$ cat src/hdl/bilr_defines.svh
// Constants for the immediate branch, load/store and reservation unit
// Summary of operation
// (RULE1) Opcode 101111 is a conditional immediate branch testing register A against zero by code 0-5, target PC plus sign-extended immediate.
// (RULE2) Conditional codes 10000 to 10101 take the same test and target as the delayed variant.
// (RULE3) Opcode 101110 is an unconditional immediate branch, relative or absolute, delayed or not, optional link, or the break form.
// Here a link issued as any load or store completes loses its write-back.
// (RULE4) Effective address is A plus B or A plus sign-extended immediate; narrow loads zero-fill, narrow stores write only the low part.
// (RULE5) The reserving load loads the word and sets the reservation flag.
// (RULE6) The conditional store writes only while the flag is set and clears the flag afterwards.
// (RULE7) A conditional store that finds a reservation writes memory and clears the carry status bit.
// (RULE8) A conditional store that finds no reservation issues no write and sets the carry status bit.
// (RULE9) The reservation covers one whole word and both instructions use word-aligned addresses.
// (RULE10) The reserving load and conditional store never raise an unaligned-access exception.
// (RULE11) The conditional store succeeds whenever a reservation exists, with no address compare.
// (RULE12) At most one reservation is held; a later reserving load replaces the earlier one.
// (RULE13) Every conditional store leaves the reservation cleared.
// (RULE14) Software pairs each reserving load with a conditional store to the same address.
// (RULE15) Other masters may read the reserved location meanwhile; nothing blocks them.
// (RULE16) Reset, interrupts, exceptions and breaks clear the reservation.
`ifndef BILR_DEFINES_SVH
`define BILR_DEFINES_SVH
`define BILR_OP_BRU 6'h2E
`define BILR_OP_BRC 6'h2F
`define BILR_OP_LBU 6'h30
`define BILR_OP_LHU 6'h31
`define BILR_OP_LW 6'h32
`define BILR_OP_SB 6'h34
`define BILR_OP_SH 6'h35
`define BILR_OP_SW 6'h36
`define BILR_OP_LOAD_BYTE_UNSIGNED_IMM 6'h38
`define BILR_OP_LOAD_HALF_UNSIGNED_IMM 6'h39
`define BILR_OP_LWI 6'h3A
`define BILR_OP_SBI 6'h3C
`define BILR_OP_SHI 6'h3D
`define BILR_OP_SWI 6'h3E
`define BILR_EXCL_BIT 10
`define BILR_BRU_DELAY 4
`define BILR_BRU_ABS 3
`define BILR_BRU_LINK 2
`define BILR_BRK_CODE 5'h0C
`define BILR_BRC_DELAY 4
`define BILR_CC_EQ 4'h0
`define BILR_CC_NE 4'h1
`define BILR_CC_LT 4'h2
`define BILR_CC_LE 4'h3
`define BILR_CC_GT 4'h4
`define BILR_CC_GE 4'h5
`endif

$ cat src/hdl/bilr_pkg.sv
// Types for the immediate branch, load/store and reservation unit
package bilr_pkg;
	typedef enum logic [1:0] {
		BILR_IDLE = 2'b00,
		BILR_WAIT = 2'b01
	} bilr_state_t;
	typedef struct packed {
		logic [5:0] opcode;
		logic [4:0] rd;
		logic [4:0] ra;
		logic [15:0] low;
	} bilr_instr_t;
	typedef struct packed {
		logic req;
		logic we;
		logic [3:0] be;
		logic [31:0] addr;
		logic [31:0] wdata;
	} bilr_mem_req_t;
	typedef struct packed {
		logic taken;
		logic delayed;
		logic link;
		logic brk;
		logic [31:0] target;
	} bilr_branch_t;
endpackage : bilr_pkg

$ cat src/hdl/bilr_lane.sv
// Byte lane steering for stores and zero-filled extraction for loads
`timescale 1ns/1ns
module bilr_lane
	import bilr_pkg::*;
(
	input wire logic [1:0] size_i,
	input wire logic [1:0] addr_i,
	input wire logic [31:0] src_i,
	input wire logic [31:0] rdata_i,
	output logic [3:0] be_o,
	output logic [31:0] wdata_o,
	output logic [31:0] load_o
);
	// Big-endian lanes: byte 0 sits in bits 31:24
	wire [7:0] rd_byte = rdata_i[8'(31 - 8 * addr_i) -: 8];
	wire [15:0] rd_half = addr_i[1] ? rdata_i[15:0] : rdata_i[31:16];
	assign be_o = (size_i == 2'h0) ? (4'h8 >> addr_i) :
		(size_i == 2'h1) ? (addr_i[1] ? 4'h3 : 4'hC) : 4'hF; // RULE4
	assign wdata_o = (size_i == 2'h0) ? {4{src_i[7:0]}} :
		(size_i == 2'h1) ? {2{src_i[15:0]}} : src_i; // RULE4
	assign load_o = (size_i == 2'h0) ? {24'h000000, rd_byte} :
		(size_i == 2'h1) ? {16'h0000, rd_half} : rdata_i; // RULE4
endmodule : bilr_lane

$ cat src/hdl/bilr_unit.sv
// Immediate branch, load/store and reservation execute unit
`timescale 1ns/1ns
`include "bilr_defines.svh"
module bilr_unit
	import bilr_pkg::*;
(
	input wire logic mclk_i,
	input wire logic rst_i,
	input wire logic issue_i,
	input wire bilr_instr_t instr_i,
	input wire logic [31:0] pc_i,
	input wire logic [31:0] ra_val_i,
	input wire logic [31:0] rb_val_i,
	input wire logic [31:0] rd_val_i,
	input wire logic flush_event_i,
	input wire logic mem_ack_i,
	input wire logic [31:0] mem_rdata_i,
	output bilr_mem_req_t mem_o,
	output bilr_branch_t branch_o,
	output logic wb_valid_o,
	output logic [4:0] wb_addr_o,
	output logic [31:0] wb_data_o,
	output logic carry_we_o,
	output logic carry_status_bit_o,
	output logic busy_o,
	output logic reserved_o,
	output logic unaligned_exc_o
);
	// ==========================================================
	// Decode
	wire [5:0] op = instr_i.opcode;
	wire [31:0] simm = {{16{instr_i.low[15]}}, instr_i.low};
	wire is_bru = issue_i && op == `BILR_OP_BRU;
	wire is_brc = issue_i && op == `BILR_OP_BRC;
	wire reg_form = !op[3];
	wire is_load = issue_i && op[5:4] == 2'h3 && !op[2] && op[1:0] != 2'h3;
	wire is_store = issue_i && op[5:4] == 2'h3 && op[2] && op[1:0] != 2'h3;
	wire [1:0] size = op[1:0];
	wire excl = reg_form && size == 2'h2 && instr_i.low[`BILR_EXCL_BIT];
	wire [31:0] ea = ra_val_i + (reg_form ? rb_val_i : simm); // RULE4
	// Exclusive forms force word alignment, never trap
	wire [31:0] ea_eff = excl ? {ea[31:2], 2'h0} : ea; // RULE9 RULE10
	wire misalign = !excl && ((size == 2'h2 && ea[1:0] != 2'h0) ||
		(size == 2'h1 && ea[0])); // RULE10
	// ==========================================================
	// Branch resolution
	wire [3:0] cc = instr_i.rd[3:0];
	wire a_zero = ra_val_i == 32'h00000000;
	wire a_neg = ra_val_i[31];
	wire cond_ok = (cc == `BILR_CC_EQ) ? a_zero :
		(cc == `BILR_CC_NE) ? !a_zero :
		(cc == `BILR_CC_LT) ? a_neg :
		(cc == `BILR_CC_LE) ? (a_neg || a_zero) :
		(cc == `BILR_CC_GT) ? !(a_neg || a_zero) :
		(cc == `BILR_CC_GE) ? !a_neg : 1'b0; // RULE1
	wire bru_abs = instr_i.ra[`BILR_BRU_ABS];
	wire bru_brk = instr_i.ra == `BILR_BRK_CODE;
	wire [31:0] rel_tgt = pc_i + simm; // RULE1
	bilr_branch_t br_next;
	assign br_next.taken = is_bru || (is_brc && cond_ok && !instr_i.rd[3]);
	assign br_next.delayed = is_bru ? instr_i.ra[`BILR_BRU_DELAY]
		: instr_i.rd[`BILR_BRC_DELAY]; // RULE2
	assign br_next.link = is_bru && instr_i.ra[`BILR_BRU_LINK]; // RULE3
	assign br_next.brk = is_bru && bru_brk; // RULE3
	assign br_next.target = (is_bru && (bru_abs || bru_brk)) ? simm : rel_tgt; // RULE3
	// ==========================================================
	// Lane steering
	logic [3:0] be;
	logic [31:0] wdata;
	logic [31:0] load_val;
	logic [1:0] size_reg;
	logic [1:0] lane_reg;
	// Store data held from issue: register ports are valid only then
	logic [31:0] src_reg;
	bilr_lane u_lane (
		.size_i(size_reg),
		.addr_i(lane_reg),
		.src_i(src_reg),
		.rdata_i(mem_rdata_i),
		.be_o(be),
		.wdata_o(wdata),
		.load_o(load_val)
	);
	// ==========================================================
	// Reservation and access sequencing
	bilr_state_t state_reg;
	bilr_state_t state_next;
	logic rsv_reg;
	logic load_reg;
	logic [4:0] dst_reg;
	wire idle = state_reg == BILR_IDLE;
	wire waiting = state_reg == BILR_WAIT;
	wire done = waiting && mem_ack_i;
	// Only the flag is kept: no address compare is made
	wire start = (is_load || is_store) && idle && !misalign;
	wire swx = is_store && excl && idle; // RULE6
	wire swx_fail = swx && !rsv_reg; // RULE8
	wire go = start && !swx_fail; // RULE7 RULE11
	wire lwx = is_load && excl && start; // RULE5 RULE12
	wire refuse = (is_load || is_store) && idle && misalign; // RULE10
	wire rsv_next = (flush_event_i || br_next.brk || swx) ? 1'b0 // RULE13 RULE16
		: lwx ? 1'b1 : rsv_reg; // RULE12
	wire carry_next = swx ? swx_fail : carry_status_bit_o; // RULE7 RULE8
	// Limitation: a link issued as any load or store completes loses its write-back
	wire wb_valid_next = done ? load_reg : br_next.link; // RULE3
	wire [4:0] wb_addr_next = done ? dst_reg : instr_i.rd;
	wire [31:0] wb_data_next = done ? load_val : pc_i; // RULE4 RULE5
	bilr_mem_req_t mem_next;
	assign mem_next.req = go || (mem_o.req && !done);
	assign mem_next.we = go ? is_store : mem_o.we;
	assign mem_next.addr = go ? ea_eff : mem_o.addr; // RULE9
	// Reads by other masters are never held off here
	assign mem_next.be = waiting ? be : mem_o.be; // RULE15
	assign mem_next.wdata = waiting ? wdata : mem_o.wdata; // RULE4
	// ==========================================================
	// Sequencer next state
	always_comb
	begin
		state_next = state_reg;
		case (state_reg)
			BILR_IDLE:
				if (go)
					state_next = BILR_WAIT;
			BILR_WAIT:
				if (mem_ack_i)
					state_next = BILR_IDLE;
			default:
				state_next = BILR_IDLE;
		endcase
	end
	// ==========================================================
	// Sequencer state
	always_ff @(posedge mclk_i or posedge rst_i)
	begin
		if (rst_i)
		begin
			state_reg <= BILR_IDLE;
			busy_o <= 1'b0;
		end
		else
		begin
			state_reg <= state_next;
			busy_o <= state_next == BILR_WAIT;
		end
	end
	// ==========================================================
	// Reservation flag
	always_ff @(posedge mclk_i or posedge rst_i)
	begin
		if (rst_i)
		begin
			rsv_reg <= 1'b0; // RULE16
			reserved_o <= 1'b0;
		end
		else
		begin
			rsv_reg <= rsv_next;
			reserved_o <= rsv_next;
		end
	end
	// ==========================================================
	// Access capture
	always_ff @(posedge mclk_i or posedge rst_i)
	begin
		if (rst_i)
		begin
			load_reg <= 1'b0;
			dst_reg <= 5'h00;
			size_reg <= 2'h0;
			lane_reg <= 2'h0;
			src_reg <= 32'h00000000;
		end
		else if (go)
		begin
			load_reg <= is_load;
			dst_reg <= instr_i.rd;
			size_reg <= size;
			lane_reg <= ea_eff[1:0];
			src_reg <= rd_val_i; // RULE4
		end
	end
	// ==========================================================
	// Memory request
	always_ff @(posedge mclk_i or posedge rst_i)
	begin
		if (rst_i)
			mem_o <= '0;
		else
			mem_o <= mem_next;
	end
	// ==========================================================
	// Branch and status pulses; the carry status bit holds until the next conditional store
	always_ff @(posedge mclk_i or posedge rst_i)
	begin
		if (rst_i)
		begin
			branch_o <= '0;
			unaligned_exc_o <= 1'b0;
			carry_we_o <= 1'b0;
			carry_status_bit_o <= 1'b0;
		end
		else
		begin
			branch_o <= br_next; // RULE1 RULE2 RULE3
			unaligned_exc_o <= refuse; // RULE10
			carry_we_o <= swx; // RULE6
			carry_status_bit_o <= carry_next; // RULE7 RULE8
		end
	end
	// ==========================================================
	// Write-back
	always_ff @(posedge mclk_i or posedge rst_i)
	begin
		if (rst_i)
		begin
			wb_valid_o <= 1'b0;
			wb_addr_o <= 5'h00;
			wb_data_o <= 32'h00000000;
		end
		else
		begin
			wb_valid_o <= wb_valid_next;
			wb_addr_o <= wb_addr_next;
			wb_data_o <= wb_data_next;
		end
	end
endmodule : bilr_unit

$ cat config.mk
export PLATFORM = sky130hd
export DESIGN_NAME = bilr_unit
export DESIGN_NICKNAME = d
export VERILOG_FILES = /design/src/hdl/bilr_pkg.sv /design/src/hdl/bilr_lane.sv /design/src/hdl/bilr_unit.sv
export VERILOG_INCLUDE_DIRS = /design/src /design/src/hdl
export SDC_FILE = /design/constraint.sdc
export NUM_CORES = 1
export LEC_CHECK = 0
export ABC_AREA = 1
export BUFFER_PORTS_ARGS = -buffer_cell sky130_fd_sc_hd__clkbuf_2
export CAP_MARGIN = 20
export CORE_MARGIN = 2
export CORE_UTILIZATION = 58
export DETAILED_ROUTE_END_ITERATION = 6
export MAX_ROUTING_LAYER = met4
export PLACE_DENSITY = 0.85
export SETUP_SLACK_MARGIN = 0.02
export SYNTH_ARGS = -nofsm -noshare
export SYNTH_HDL_FRONTEND = slang
export SYNTH_SLANG_ARGS = --single-unit
$ cat constraint.sdc
create_clock -name mclk_i -period 10.3 [get_ports mclk_i]
set_input_delay 0.515 -clock mclk_i [delete_from_list [all_inputs] [get_ports mclk_i]]
set_output_delay 0.515 -clock mclk_i [all_outputs]
set_load 0.1 [all_outputs]
# ---- Word level (Yosys, flattened, before mapping)
# Cells that the tools add are included.
dict set report totals {
  ff_bits 193
  out_inout_bits 149
  wordCells 123
}
dict set report classes {
  add_sub_neg 3
  eq_ne 15
  n_shift 2
  mux 26
  n_reduce_logical 53
}
# cell count
set ops {}
lappend ops {{$mux W32} 7}
lappend ops {{$add A32 B32 Y32} 2}
lappend ops {{$shiftx A39 B9 Y8} 1}
lappend ops {{$logic_not A32 Y1} 1}
lappend ops {{$logic_and A1 B1 Y1} 28}
lappend ops {{$mux W16} 1}
lappend ops {{$eq A6 B6 Y1 const B} 2}
lappend ops {{$mux W4} 3}
lappend ops {{$logic_not A1 Y1} 11}
lappend ops {{$mux W1} 10}
lappend ops {{$eq A2 B1 Y1 const B} 4}
lappend ops {{$eq A4 B2 Y1 const B} 2}
lappend ops {{$eq A4 B3 Y1 const B} 2}
lappend ops {{$logic_or A1 B1 Y1} 8}
lappend ops {{$mux W2} 3}
lappend ops {{$sub A5 B5 Y6 const A} 1}
lappend ops {{$eq A5 B4 Y1 const B} 1}
lappend ops {{$mux W5} 1}
lappend ops {{$eq A2 B2 Y1 const B} 2}
lappend ops {{$eq A4 B1 Y1 const B} 1}
lappend ops {{$logic_not A2 Y1} 2}
lappend ops {{$logic_not A4 Y1} 1}
lappend ops {{$pmux W2 S2} 1}
lappend ops {{$reduce_bool A2 Y1} 2}
lappend ops {{2 further kinds} 2}

# ---- Logic depth before layout (Yosys ltp)
# Gate-level depths: netlist of run 1.
dict set report depth {
  ltp_word 12
  ltp_mapped 18
}

# ---- Hierarchy
# A second synthesis of run 1 with hierarchy kept.
dict set report unflattened {
  cells_unflattened 2121
  area_unflattened_um2 13416.6
}
# module instances cells_each area_per_inst_um2 seq_area_each_um2
set by_module_without_submodules {}
lappend by_module_without_submodules {bilr_unit 1 1835 12156.7 4779.6}
lappend by_module_without_submodules {bilr_lane 1 286 1260.0 0.0}

# ---- Worst setup path after synthesis of run 1
# Ideal clock, no wire load.
dict set report synth_path {
  kind {input port to flip-flop}
  startpoint {input instr_i[29] (netlist bit)}
  endpoint {register mem_o[55] (netlist bit)}
  setup_time_ns 0.119
  arrival_ns 2.880
  required_time_ns 10.181
  setup_slack_ns 7.301
  path_stages 17
  cell_sequence {inv_2 clkbuf_1 clkbuf_1 nand2_1 o21ai_0 ha_1 inv_1 fa_1 inv_1 o21ai_0 a21oi_1 nor2_1 nand2_4 buf_6 buf_8 nand2_2 nand2_1}
}
dict set report synth_between {
  elab_chain_cells 9
  elab_cells_between_ends 18
}
# element line_no
set synth_rtl {}
lappend synth_rtl {{from (decl)} bilr_unit.sv:10} ;# input wire bilr_instr_t instr_i,
lappend synth_rtl {{$mux W32} bilr_unit.sv:40} ;# wire [31:0] ea = ra_val_i + (reg_form ? rb_val_i : simm);
lappend synth_rtl {{$add A32 B32 Y32} bilr_unit.sv:40}
lappend synth_rtl {{$reduce_bool A2 Y1} bilr_unit.sv:43} ;# wire misalign = !excl && ((size == 2'h2 && ea[1:0] != 2'h0) ||
lappend synth_rtl {{$logic_and A1 B1 Y1} bilr_unit.sv:43}
lappend synth_rtl {{$logic_or A1 B1 Y1} bilr_unit.sv:43}
lappend synth_rtl {{$logic_and A1 B1 Y1} bilr_unit.sv:43}
lappend synth_rtl {{$logic_not A1 Y1} bilr_unit.sv:95} ;# wire start = (is_load || is_store) && idle && !misalign;
lappend synth_rtl {{$logic_and A1 B1 Y1} bilr_unit.sv:95}
lappend synth_rtl {{$logic_and A1 B1 Y1} bilr_unit.sv:98} ;# wire go = start && !swx_fail;
lappend synth_rtl {{to (signal assigned)} bilr_unit.sv:189} ;# mem_o <= mem_next;
lappend synth_rtl {{to (decl)} bilr_unit.sv:18} ;# output bilr_mem_req_t mem_o,
# Parallel ways exist; a longest one is shown, timed or not.
# A chain may end at the register's enable or synchronous reset.

# ---- Worst setup path in the final report of run 1
dict set report layout_path {
  startpoint {input instr_i[29] (netlist bit)}
  endpoint {register src_reg[7]}
}
dict set report layout_between {
  elab_chain_cells 9
  elab_cells_between_ends 18
}
# element line_no
set layout_rtl {}
lappend layout_rtl {{$mux W32} bilr_unit.sv:40}
lappend layout_rtl {{$add A32 B32 Y32} bilr_unit.sv:40}
lappend layout_rtl {{$reduce_bool A2 Y1} bilr_unit.sv:43}
lappend layout_rtl {{$logic_and A1 B1 Y1} bilr_unit.sv:43}
lappend layout_rtl {{$logic_or A1 B1 Y1} bilr_unit.sv:43}
lappend layout_rtl {{$logic_and A1 B1 Y1} bilr_unit.sv:43}
lappend layout_rtl {{$logic_not A1 Y1} bilr_unit.sv:95}
lappend layout_rtl {{$logic_and A1 B1 Y1} bilr_unit.sv:95}
lappend layout_rtl {{$logic_and A1 B1 Y1 *} bilr_unit.sv:98}
lappend layout_rtl {{to (signal assigned)} bilr_unit.sv:179} ;# src_reg <= rd_val_i;
lappend layout_rtl {{to (decl)} bilr_unit.sv:74} ;# logic [31:0] src_reg;
# Every way passes the cells marked *; elsewhere a longest branch is shown, timed or not.

==> results of run 1 <==
[area by class of cell]
type	instances	area (um^2)	share of cell area, %
Timing Repair Buffer	349	1770	11.6
Tap cell	280	350	2.29
Clock inverter	15	220	1.44
Sequential cell	191	4780	31.2
Inverter	279	1050	6.89
Clock buffer	17	425	2.78
Antenna cell	1	2.50	0.0164
Multi-Input combinational cell	1407	6700	43.8
[stage by stage]
step / area, um^2 / cells / power, mW
floorplan: 12800 / 1924 / 2.54
global placement: 14600 / 2505 / 2.92
detailed placement: 14600 / 2505 / 2.95
CTS: 15300 / 2537 / 3.68
global route: 15300 / 2539 / 3.84
finish: 15300 / 2539 / 3.69
[cells in the final DEF, fill, tap and decap left out, types with 3 or more instances in the layout]
cell	count
nand2_1	760
clkbuf_2	345
inv_1	271
dfrtp_1	191
nor2_1	156
o21ai_0	97
nand3_1	97
a21oi_1	91
ha_1	62
xnor2_1	20
clkbuf_16	17
o31ai_1	13
nor3_1	12
nand2_2	11
o21ai_1	11
nand3b_1	11
nand4_1	10
a31oi_1	8
inv_2	6
xor2_1	6
nor2_2	5
inv_12	5
and2_1	4
o22a_1	4
inv_8	4
o21bai_1	3
a211oi_1	3
a21o_1	3
clkinv_8	3
inv_6	3
buf_4	3
[how the worst max path moves through the flow]
stage,start,end,depth (start not counted)
finish,instr_i[29],src_reg[7]$_DFFE_PP0P_,16
global route,instr_i[29],src_reg[7]$_DFFE_PP0P_,16
CTS,instr_i[29],mem_o[33]$_DFFE_PP0P_,15
detailed placement,instr_i[29],mem_o[33]$_DFFE_PP0P_,15
global placement,instr_i[29],lane_reg[0]$_DFFE_PP0P_,15
floorplan,rst_i,branch_o[0]$_DFF_PP0_,1
[cell families (layout without fill, tap and decap cells)]
family,Yosys count,after routing,synth area share (%)
compound gates,240,240,10.2
fa+ha+maj,64,64,6.39
buf+inv,326,660,10.0
xor+xnor,26,26,1.79
other cells,1,2,0.0294
mux,1,1,0.0785
flops,191,191,37.5
simple gates,1075,1075,34.0
[where the power goes]
group,internal (mW),switching [mW]
clock network,0.364,0.373
logic,0.327,1.57
registers,0.931,0.126
[cell usage after synthesis (all sizes together), types with 2 or more instances]
cell | instances | area [um^2]
a211oi | 3 | 22.5
a21boi | 2 | 15.0
a21o | 3 | 22.5
a21oi | 91 | 455
a31oi | 8 | 50.1
and2 | 4 | 25.0
and3 | 2 | 12.5
buf | 20 | 129
clkbuf | 27 | 101
dfrtp | 191 | 4780
fa | 2 | 40.0
ha | 62 | 776
inv | 278 | 1040
nand2 | 772 | 2930
nand3 | 98 | 495
nand3b | 11 | 82.6
nand4 | 10 | 62.6
nor2 | 161 | 614
nor3 | 13 | 76.3
o211ai | 2 | 15.0
o21ai | 108 | 541
o21bai | 3 | 22.5
o22a | 4 | 35.0
o31ai | 13 | 97.6
or2 | 2 | 12.5
xnor2 | 20 | 175
xor2 | 6 | 52.6
[routing by layer]
| metal | wire length, um | up-vias | track usage [%] |
|---|---|---|---|
| li1 | - | 6658 | - |
| met1 | 17400 | 6397 | 47.7 |
| met2 | 22100 | 739 | 68.6 |
| met3 | 3690 | 154 | 6.43 |
| met4 | 2360 | 0 | 18.4 |
| met5 | 0 | - | - |
[worst min-delay path, delay by kind of cell]
| family | cells | cell delay (ps) |
|---|---|---|
| buf+inv | 1 | 70 |
| simple gates | 2 | 90 |
==> results.sh, run 1 <==
export IMPL_status="finished, violations left"
export IMPL_violations="design-rule violations"
export IMPL_antenna_found_initial=1
export IMPL_finalWorstSetupSlack_ps=6310
export IMPL_totalNegativeSetupSlack_ps=0
export IMPL_rows=54
export IMPL_rsz0062_at_grt="no"
export IMPL_cts_tree="built"
export IMPL_largest_register_ffs=69
export IMPL_cp_end_kind="flip-flop"
export IMPL_p_leak_nw=8.98
export IMPL_ant_nets=0
export IMPL_criticalPathCategory="input port to flip-flop"
export IMPL_ir_drop_mv=0.199
export IMPL_cts_resized=0
export IMPL_start_util_pct=58.8
export IMPL_max_cap_violations=0
export IMPL_clock_path_buffers=2
export IMPL_hp_class="input port to flip-flop"
export IMPL_avgSynthCellArea_um2=6.63
export IMPL_top_level_ports=346
export IMPL_holdBufCountCts=0
export IMPL_post_route_util_pct=70.6
export IMPL_wl_um=45600
export IMPL_grt_overflow=0
export IMPL_r2r_end="wb_data_o[4]$_DFF_PP0_"
export IMPL_n_fill_cell=1866
export IMPL_finalNetCount=2506
export IMPL_grt_max_degree=134
export IMPL_fin_skew_ps=15.8
export IMPL_die_area_mm2=0.0232
export IMPL_max_slew_worst_pin_slew_ps=1090
export IMPL_hold_depth=3
export IMPL_cp_data_arrival_time_ps=4340
export IMPL_numCtsBuffers=17
export IMPL_slew_headroom_pct=27.1
export IMPL_path_clk_slew_ps=90
export IMPL_syn_nets=2185
export IMPL_drt_drc_violations_left=2
export IMPL_critPathMaxFanout=88
export IMPL_setup_viol=0
export IMPL_drtIter0Drc=1404
export IMPL_r2r_worst_path_cells=6
export IMPL_core_area_mm2=0.0217
export IMPL_cpMaxStageDelayCell="inv_2"
export IMPL_synthCells=1924
export IMPL_largest_registers="mem_o x69, branch_o x36"
export IMPL_wl_per_cell_um=17.9
export IMPL_yosysWarnings=0
export IMPL_cts_setup_buffers=0
export IMPL_period_share_pct=38.7
export IMPL_numPortBuffers=345
export IMPL_max_freq_mhz=251
export IMPL_place_ws_ps=5450
export IMPL_die_w_um=152
export IMPL_vias_per_cell=5.49
export IMPL_slowest_delay_ps=600
export IMPL_crit_chain="clkbuf_2 -> inv_2 -> nand2_1 -> o21ai_0 -> ha_1 -> inv_1 -> fa_1 -> inv_1 -> o21ai_0 -> a21oi_1 -> nor2_1 -> nand2_4 -> inv_2 -> buf_12 -> nand2_1 -> o21ai_1"
export IMPL_htree_levels=4
export IMPL_ys_types=46
export IMPL_layout_drive_gt1_share_pct=18.2
export IMPL_syn_to_final_growth_pct=20.0
export IMPL_r2r_slack_ps=7220
export IMPL_p_per_area_mw_per_mm2=241
export IMPL_holdWs_ps=260
export IMPL_root_buffer="clkbuf_16"
export IMPL_whs_endpoint="src_reg[30]$_DFFE_PP0P_"
export IMPL_ys_flop_type="dfrtp_1"
export IMPL_reg2reg_from="size_reg[1]$_DFFE_PP0P_"
export IMPL_vias=13948
export IMPL_grt_pass1_vias=13583
export IMPL_place_hpwl_um=36300
export IMPL_syn_cell_area_mm2=0.0128
export IMPL_drtPass1Iterations=7
export IMPL_worstSetupStartpointType="input port"
export IMPL_cts_sinks=191
export IMPL_die_h_um=152
export IMPL_hold_viol=0
export IMPL_min_from="rd_val_i[30]"
export IMPL_path_buf_inv=6
export IMPL_critPathTopFamily="buffers and inverters"
export IMPL_slew_viol_final=0
export IMPL_gp_congestion=1.03
export IMPL_grt_usage_pct=40.5
export IMPL_cp_required_ps=10660
export IMPL_grt_pass1_wl_um=71900
export IMPL_finalWorstPathRequiredPeriod_ps=3990
export IMPL_regMostFlops="mem_o"
export IMPL_synth_edf_count=0
export IMPL_worstSkewPairLatency_ps=450
export IMPL_async_reset_ff_share_pct=100
export IMPL_ys_ff_latch=191
export IMPL_ys_seq_area_share_pct=37.5
No activity file was read; power rests on OpenSTA's default activity.
==> inputs of run 2 (changes only) <==
--- a/config.mk
+++ b/config.mk
@@ -6,14 +6,14 @@
 export SDC_FILE = /design/constraint.sdc
 export NUM_CORES = 1
 export LEC_CHECK = 0
-export ABC_AREA = 1
+export ABC_AREA = 0
 export BUFFER_PORTS_ARGS = -buffer_cell sky130_fd_sc_hd__clkbuf_2
 export CAP_MARGIN = 20
 export CORE_MARGIN = 2
-export CORE_UTILIZATION = 58
+export CORE_UTILIZATION = 52
 export DETAILED_ROUTE_END_ITERATION = 6
 export MAX_ROUTING_LAYER = met4
-export PLACE_DENSITY = 0.85
+export PLACE_DENSITY = 0.79
 export SETUP_SLACK_MARGIN = 0.02
 export SYNTH_ARGS = -nofsm -noshare
 export SYNTH_HDL_FRONTEND = slang
==> constraint.sdc (replaced) <==
create_clock -name mclk_i -period 3.7 [get_ports mclk_i]
set_input_delay 0.185 -clock mclk_i [delete_from_list [all_inputs] [get_ports mclk_i]]
set_output_delay 0.185 -clock mclk_i [all_outputs]
set_load 0.1 [all_outputs]
==> run 2 against run 1 <==
Net effect:
- the flow finishes with violations (design-rule violations, negative hold slack)
- first-iteration DRC count decreased by 48%
- cell count decreased by 27%
- critical path type unchanged
- largest power group unchanged
- clock-buffer cell count unchanged
- non-clock buffer count rose by 62
- setup slack got worse by 5600 ps
- design area decreased by 7.2%
- total power rose to 2.7 times the previous value
==> results.sh, run 2 <==
export IMPL_avgSynthCellArea_um2=9.34
export IMPL_place_hpwl_um=27000
export IMPL_syn_cell_area_mm2=0.0110
export IMPL_cts_sinks=191
export IMPL_p_per_area_mw_per_mm2=695
export IMPL_synth_commonest_cells="nand2_1, dfrtp_1, o21ai_0"
export IMPL_critPathMaxFanout=7
export IMPL_r2r_worst_path_cells=5
export IMPL_cts_setup_buffers=0
export IMPL_final_common_cell="clkbuf_2"
export IMPL_vias_per_cell=5.77
export IMPL_yosys_area_top_type="dfrtp_1"
export IMPL_crit_chain="dlygate4sd3_1 -> clkbuf_2 -> ha_1 -> a41oi_1 -> o21ai_0 -> a211oi_1 -> a211oi_1 -> o21ai_1 -> a31oi_1 -> a2111oi_0 -> a211oi_1 -> xnor2_1"
export IMPL_gp_congestion=0.929
export IMPL_ys_ff_latch=191
export IMPL_core_area_mm2=0.0210
export IMPL_die_h_um=150
export IMPL_ys_flop_type="dfrtp_1"
export IMPL_ir_drop_mv=0.461
export IMPL_slew_headroom_pct=27.6
export IMPL_path_clk_slew_ps=90
export IMPL_setup_viol=0
export IMPL_holdWs_ps=-0.681
export IMPL_worstSetupStartpointType="input port"
export IMPL_r2r_end="src_reg[28]$_DFFE_PP0P_"
export IMPL_cpMaxStageDelayCell="dlygate4sd3_1"
export IMPL_n_fill_cell=1639
export IMPL_finalWorstPathRequiredPeriod_ps=2990
export IMPL_layout_common_cells="clkbuf_2, nand2_1, dfrtp_1"
export IMPL_antenna_found_initial=0
export IMPL_synth_area_top_cells="dfrtp_1, o21ai_0, ha_1"
export IMPL_synth_most_common_cell="nand2_1"
export IMPL_syn_nets=1442
export IMPL_largest_registers="mem_o x69, branch_o x36"
export IMPL_cts_tree="built"
export IMPL_hp_class="input port to flip-flop"
export IMPL_diodes=0
export IMPL_status="finished, violations left"
export IMPL_yosysWarnings=0
export IMPL_syn_to_final_growth_pct=28.8
export IMPL_synthCells=1181
export IMPL_largest_register_ffs=69
export IMPL_finalNetCount=1820
export IMPL_root_buffer="clkbuf_16"
export IMPL_clock_path_buffers=2
export IMPL_slowest_delay_ps=530
export IMPL_max_cap_violations=0
export IMPL_grt_max_degree=90
export IMPL_rsz0062_at_grt="no"
export IMPL_grt_pass1_vias=10408
export IMPL_async_reset_ff_share_pct=100
export IMPL_grt_pass1_wl_um=54100
export IMPL_period_share_pct=80.8
export IMPL_wl_per_cell_um=19.4
export IMPL_rows=53
export IMPL_grt_overflow=0
export IMPL_drtPass1Iterations=7
export IMPL_synth_top_area_share_pct=43.3
export IMPL_worstSkewPairLatency_ps=440
export IMPL_cp_data_arrival_time_ps=3320
export IMPL_totalNegativeSetupSlack_ps=0
export IMPL_path_buf_inv=2
export IMPL_critPathTopFamily="compound AO/OA/AOI/OAI gates"
export IMPL_fin_skew_ps=18.2
export IMPL_die_area_mm2=0.0224
export IMPL_numCtsBuffers=17
export IMPL_ys_seq_area_share_pct=43.3
export IMPL_die_w_um=150
export IMPL_max_slew_worst_pin_slew_ps=1080
export IMPL_crit_top_cell="a211oi_1"
export IMPL_max_freq_mhz=335
export IMPL_start_util_pct=52.7
export IMPL_hold_viol=1
export IMPL_layout_drive_gt1_share_pct=30.5
export IMPL_slew_viol_final=0
export IMPL_wl_um=35900
export IMPL_vias=10650
export IMPL_ys_types=64
export IMPL_drt_drc_violations_left=18
export IMPL_min_from="pc_i[27]"
export IMPL_synth_edf_count=0
export IMPL_ff_latch_area_mm2=0.00478
export IMPL_cp_end_kind="flip-flop"
export IMPL_r2r_slack_ps=1310
export IMPL_grt_usage_pct=32.4
export IMPL_criticalPathCategory="input port to flip-flop"
export IMPL_whs_endpoint="wb_data_o[27]$_DFF_PP0_"
export IMPL_numPortBuffers=345
export IMPL_ant_nets=0
export IMPL_regMostFlops="mem_o"
export IMPL_reg2reg_from="state_reg[0]$_DFF_PP0_"
export IMPL_violations="design-rule violations, negative hold slack"
export IMPL_p_leak_nw=7.16
export IMPL_multi_input_area_mm2=0.00591
export IMPL_cp_required_ps=4040
export IMPL_post_route_util_pct=67.8
export IMPL_htree_levels=4
export IMPL_hold_depth=3
export IMPL_drtIter0Drc=725
export IMPL_top_level_ports=346
run 2: area by class of cell:
| class | instances | share of cell area [%] |
|---|---|---|
| Multi-Input combinational cell | 896 | 41.6 |
| Clock buffer | 17 | 2.99 |
| Clock inverter | 15 | 1.47 |
| Timing Repair Buffer | 411 | 16.7 |
| Inverter | 42 | 1.14 |
| Sequential cell | 191 | 33.6 |
| Tap cell | 275 | 2.42 |
run 2: where the power goes:
group	internal [mW]	switching (mW)	total [mW]	leakage (nW)
sequential	2.58	0.359	2.94	2.36
combinational	1.04	3.94	4.97	4.50
clock	0.991	0.976	1.97	0.296
run 2: how the worst max path moves through the flow:
| stage | start | endpoint | slack, ps | depth (start not counted) |
|---|---|---|---|---|
| 2_1_floorplan | instr_i[29] | mem_o[62]$_DFFE_PP0P_ | 240 | 13 |
| 3_3_place_gp | instr_i[29] | mem_o[62]$_DFFE_PP0P_ | 320 | 12 |
| 3_5_place_dp | instr_i[29] | mem_o[62]$_DFFE_PP0P_ | 260 | 12 |
| 4_1_cts | instr_i[29] | mem_o[62]$_DFFE_PP0P_ | 720 | 12 |
| 5_1_grt | instr_i[29] | mem_o[62]$_DFFE_PP0P_ | 540 | 12 |
| 6_report | pc_i[9] | branch_o[31]$_DFF_PP0_ | 710 | 12 |
run 2: cells by family after synthesis:
kind of cell / synth area share (%)
buf+inv: 3.22
xor+xnor: 3.57
other cells: 0.0340
mux: 10.4
fa+ha+maj: 7.48
compound gates: 18.0
flops: 43.3
simple gates: 13.9
run 2: tightest hold or removal path, delay by kind of cell:
family | cells | cell delay, ps
buf+inv | 1 | 100
compound gates | 1 | 70
simple gates | 1 | 40
run 2: repair_timing:
action | 4_1_cts | 5_1_grt
setup endpoints to repair | 0 | 0
gates resized for setup | 0 | 0
hold endpoints to repair | 76 | 0
hold buffers | 48 | 0
run 2: layer usage:
metal / vias up / track usage (%) / routed length [um]
met5: - / - / 0
met2: 484 / 54.0 / 17500
met3: 114 / 6.80 / 2760
met4: 0 / 16.5 / 1870
met1: 5093 / 37.1 / 13700
li1: 4959 / - / -
run 2: per-stage QoR:
step / std cells / power [mW] / worst slack, ps / area [um^2]
2_1_floorplan: 1181 / 6.81 / 244 / 11000
3_3_place_gp: 1766 / 7.77 / 320 / 13100
3_5_place_dp: 1766 / 7.84 / 256 / 13100
4_1_cts: 1846 / 9.85 / 719 / 14200
5_1_grt: 1847 / 10.3 / 543 / 14200
6_report: 1847 / 9.88 / 712 / 14200
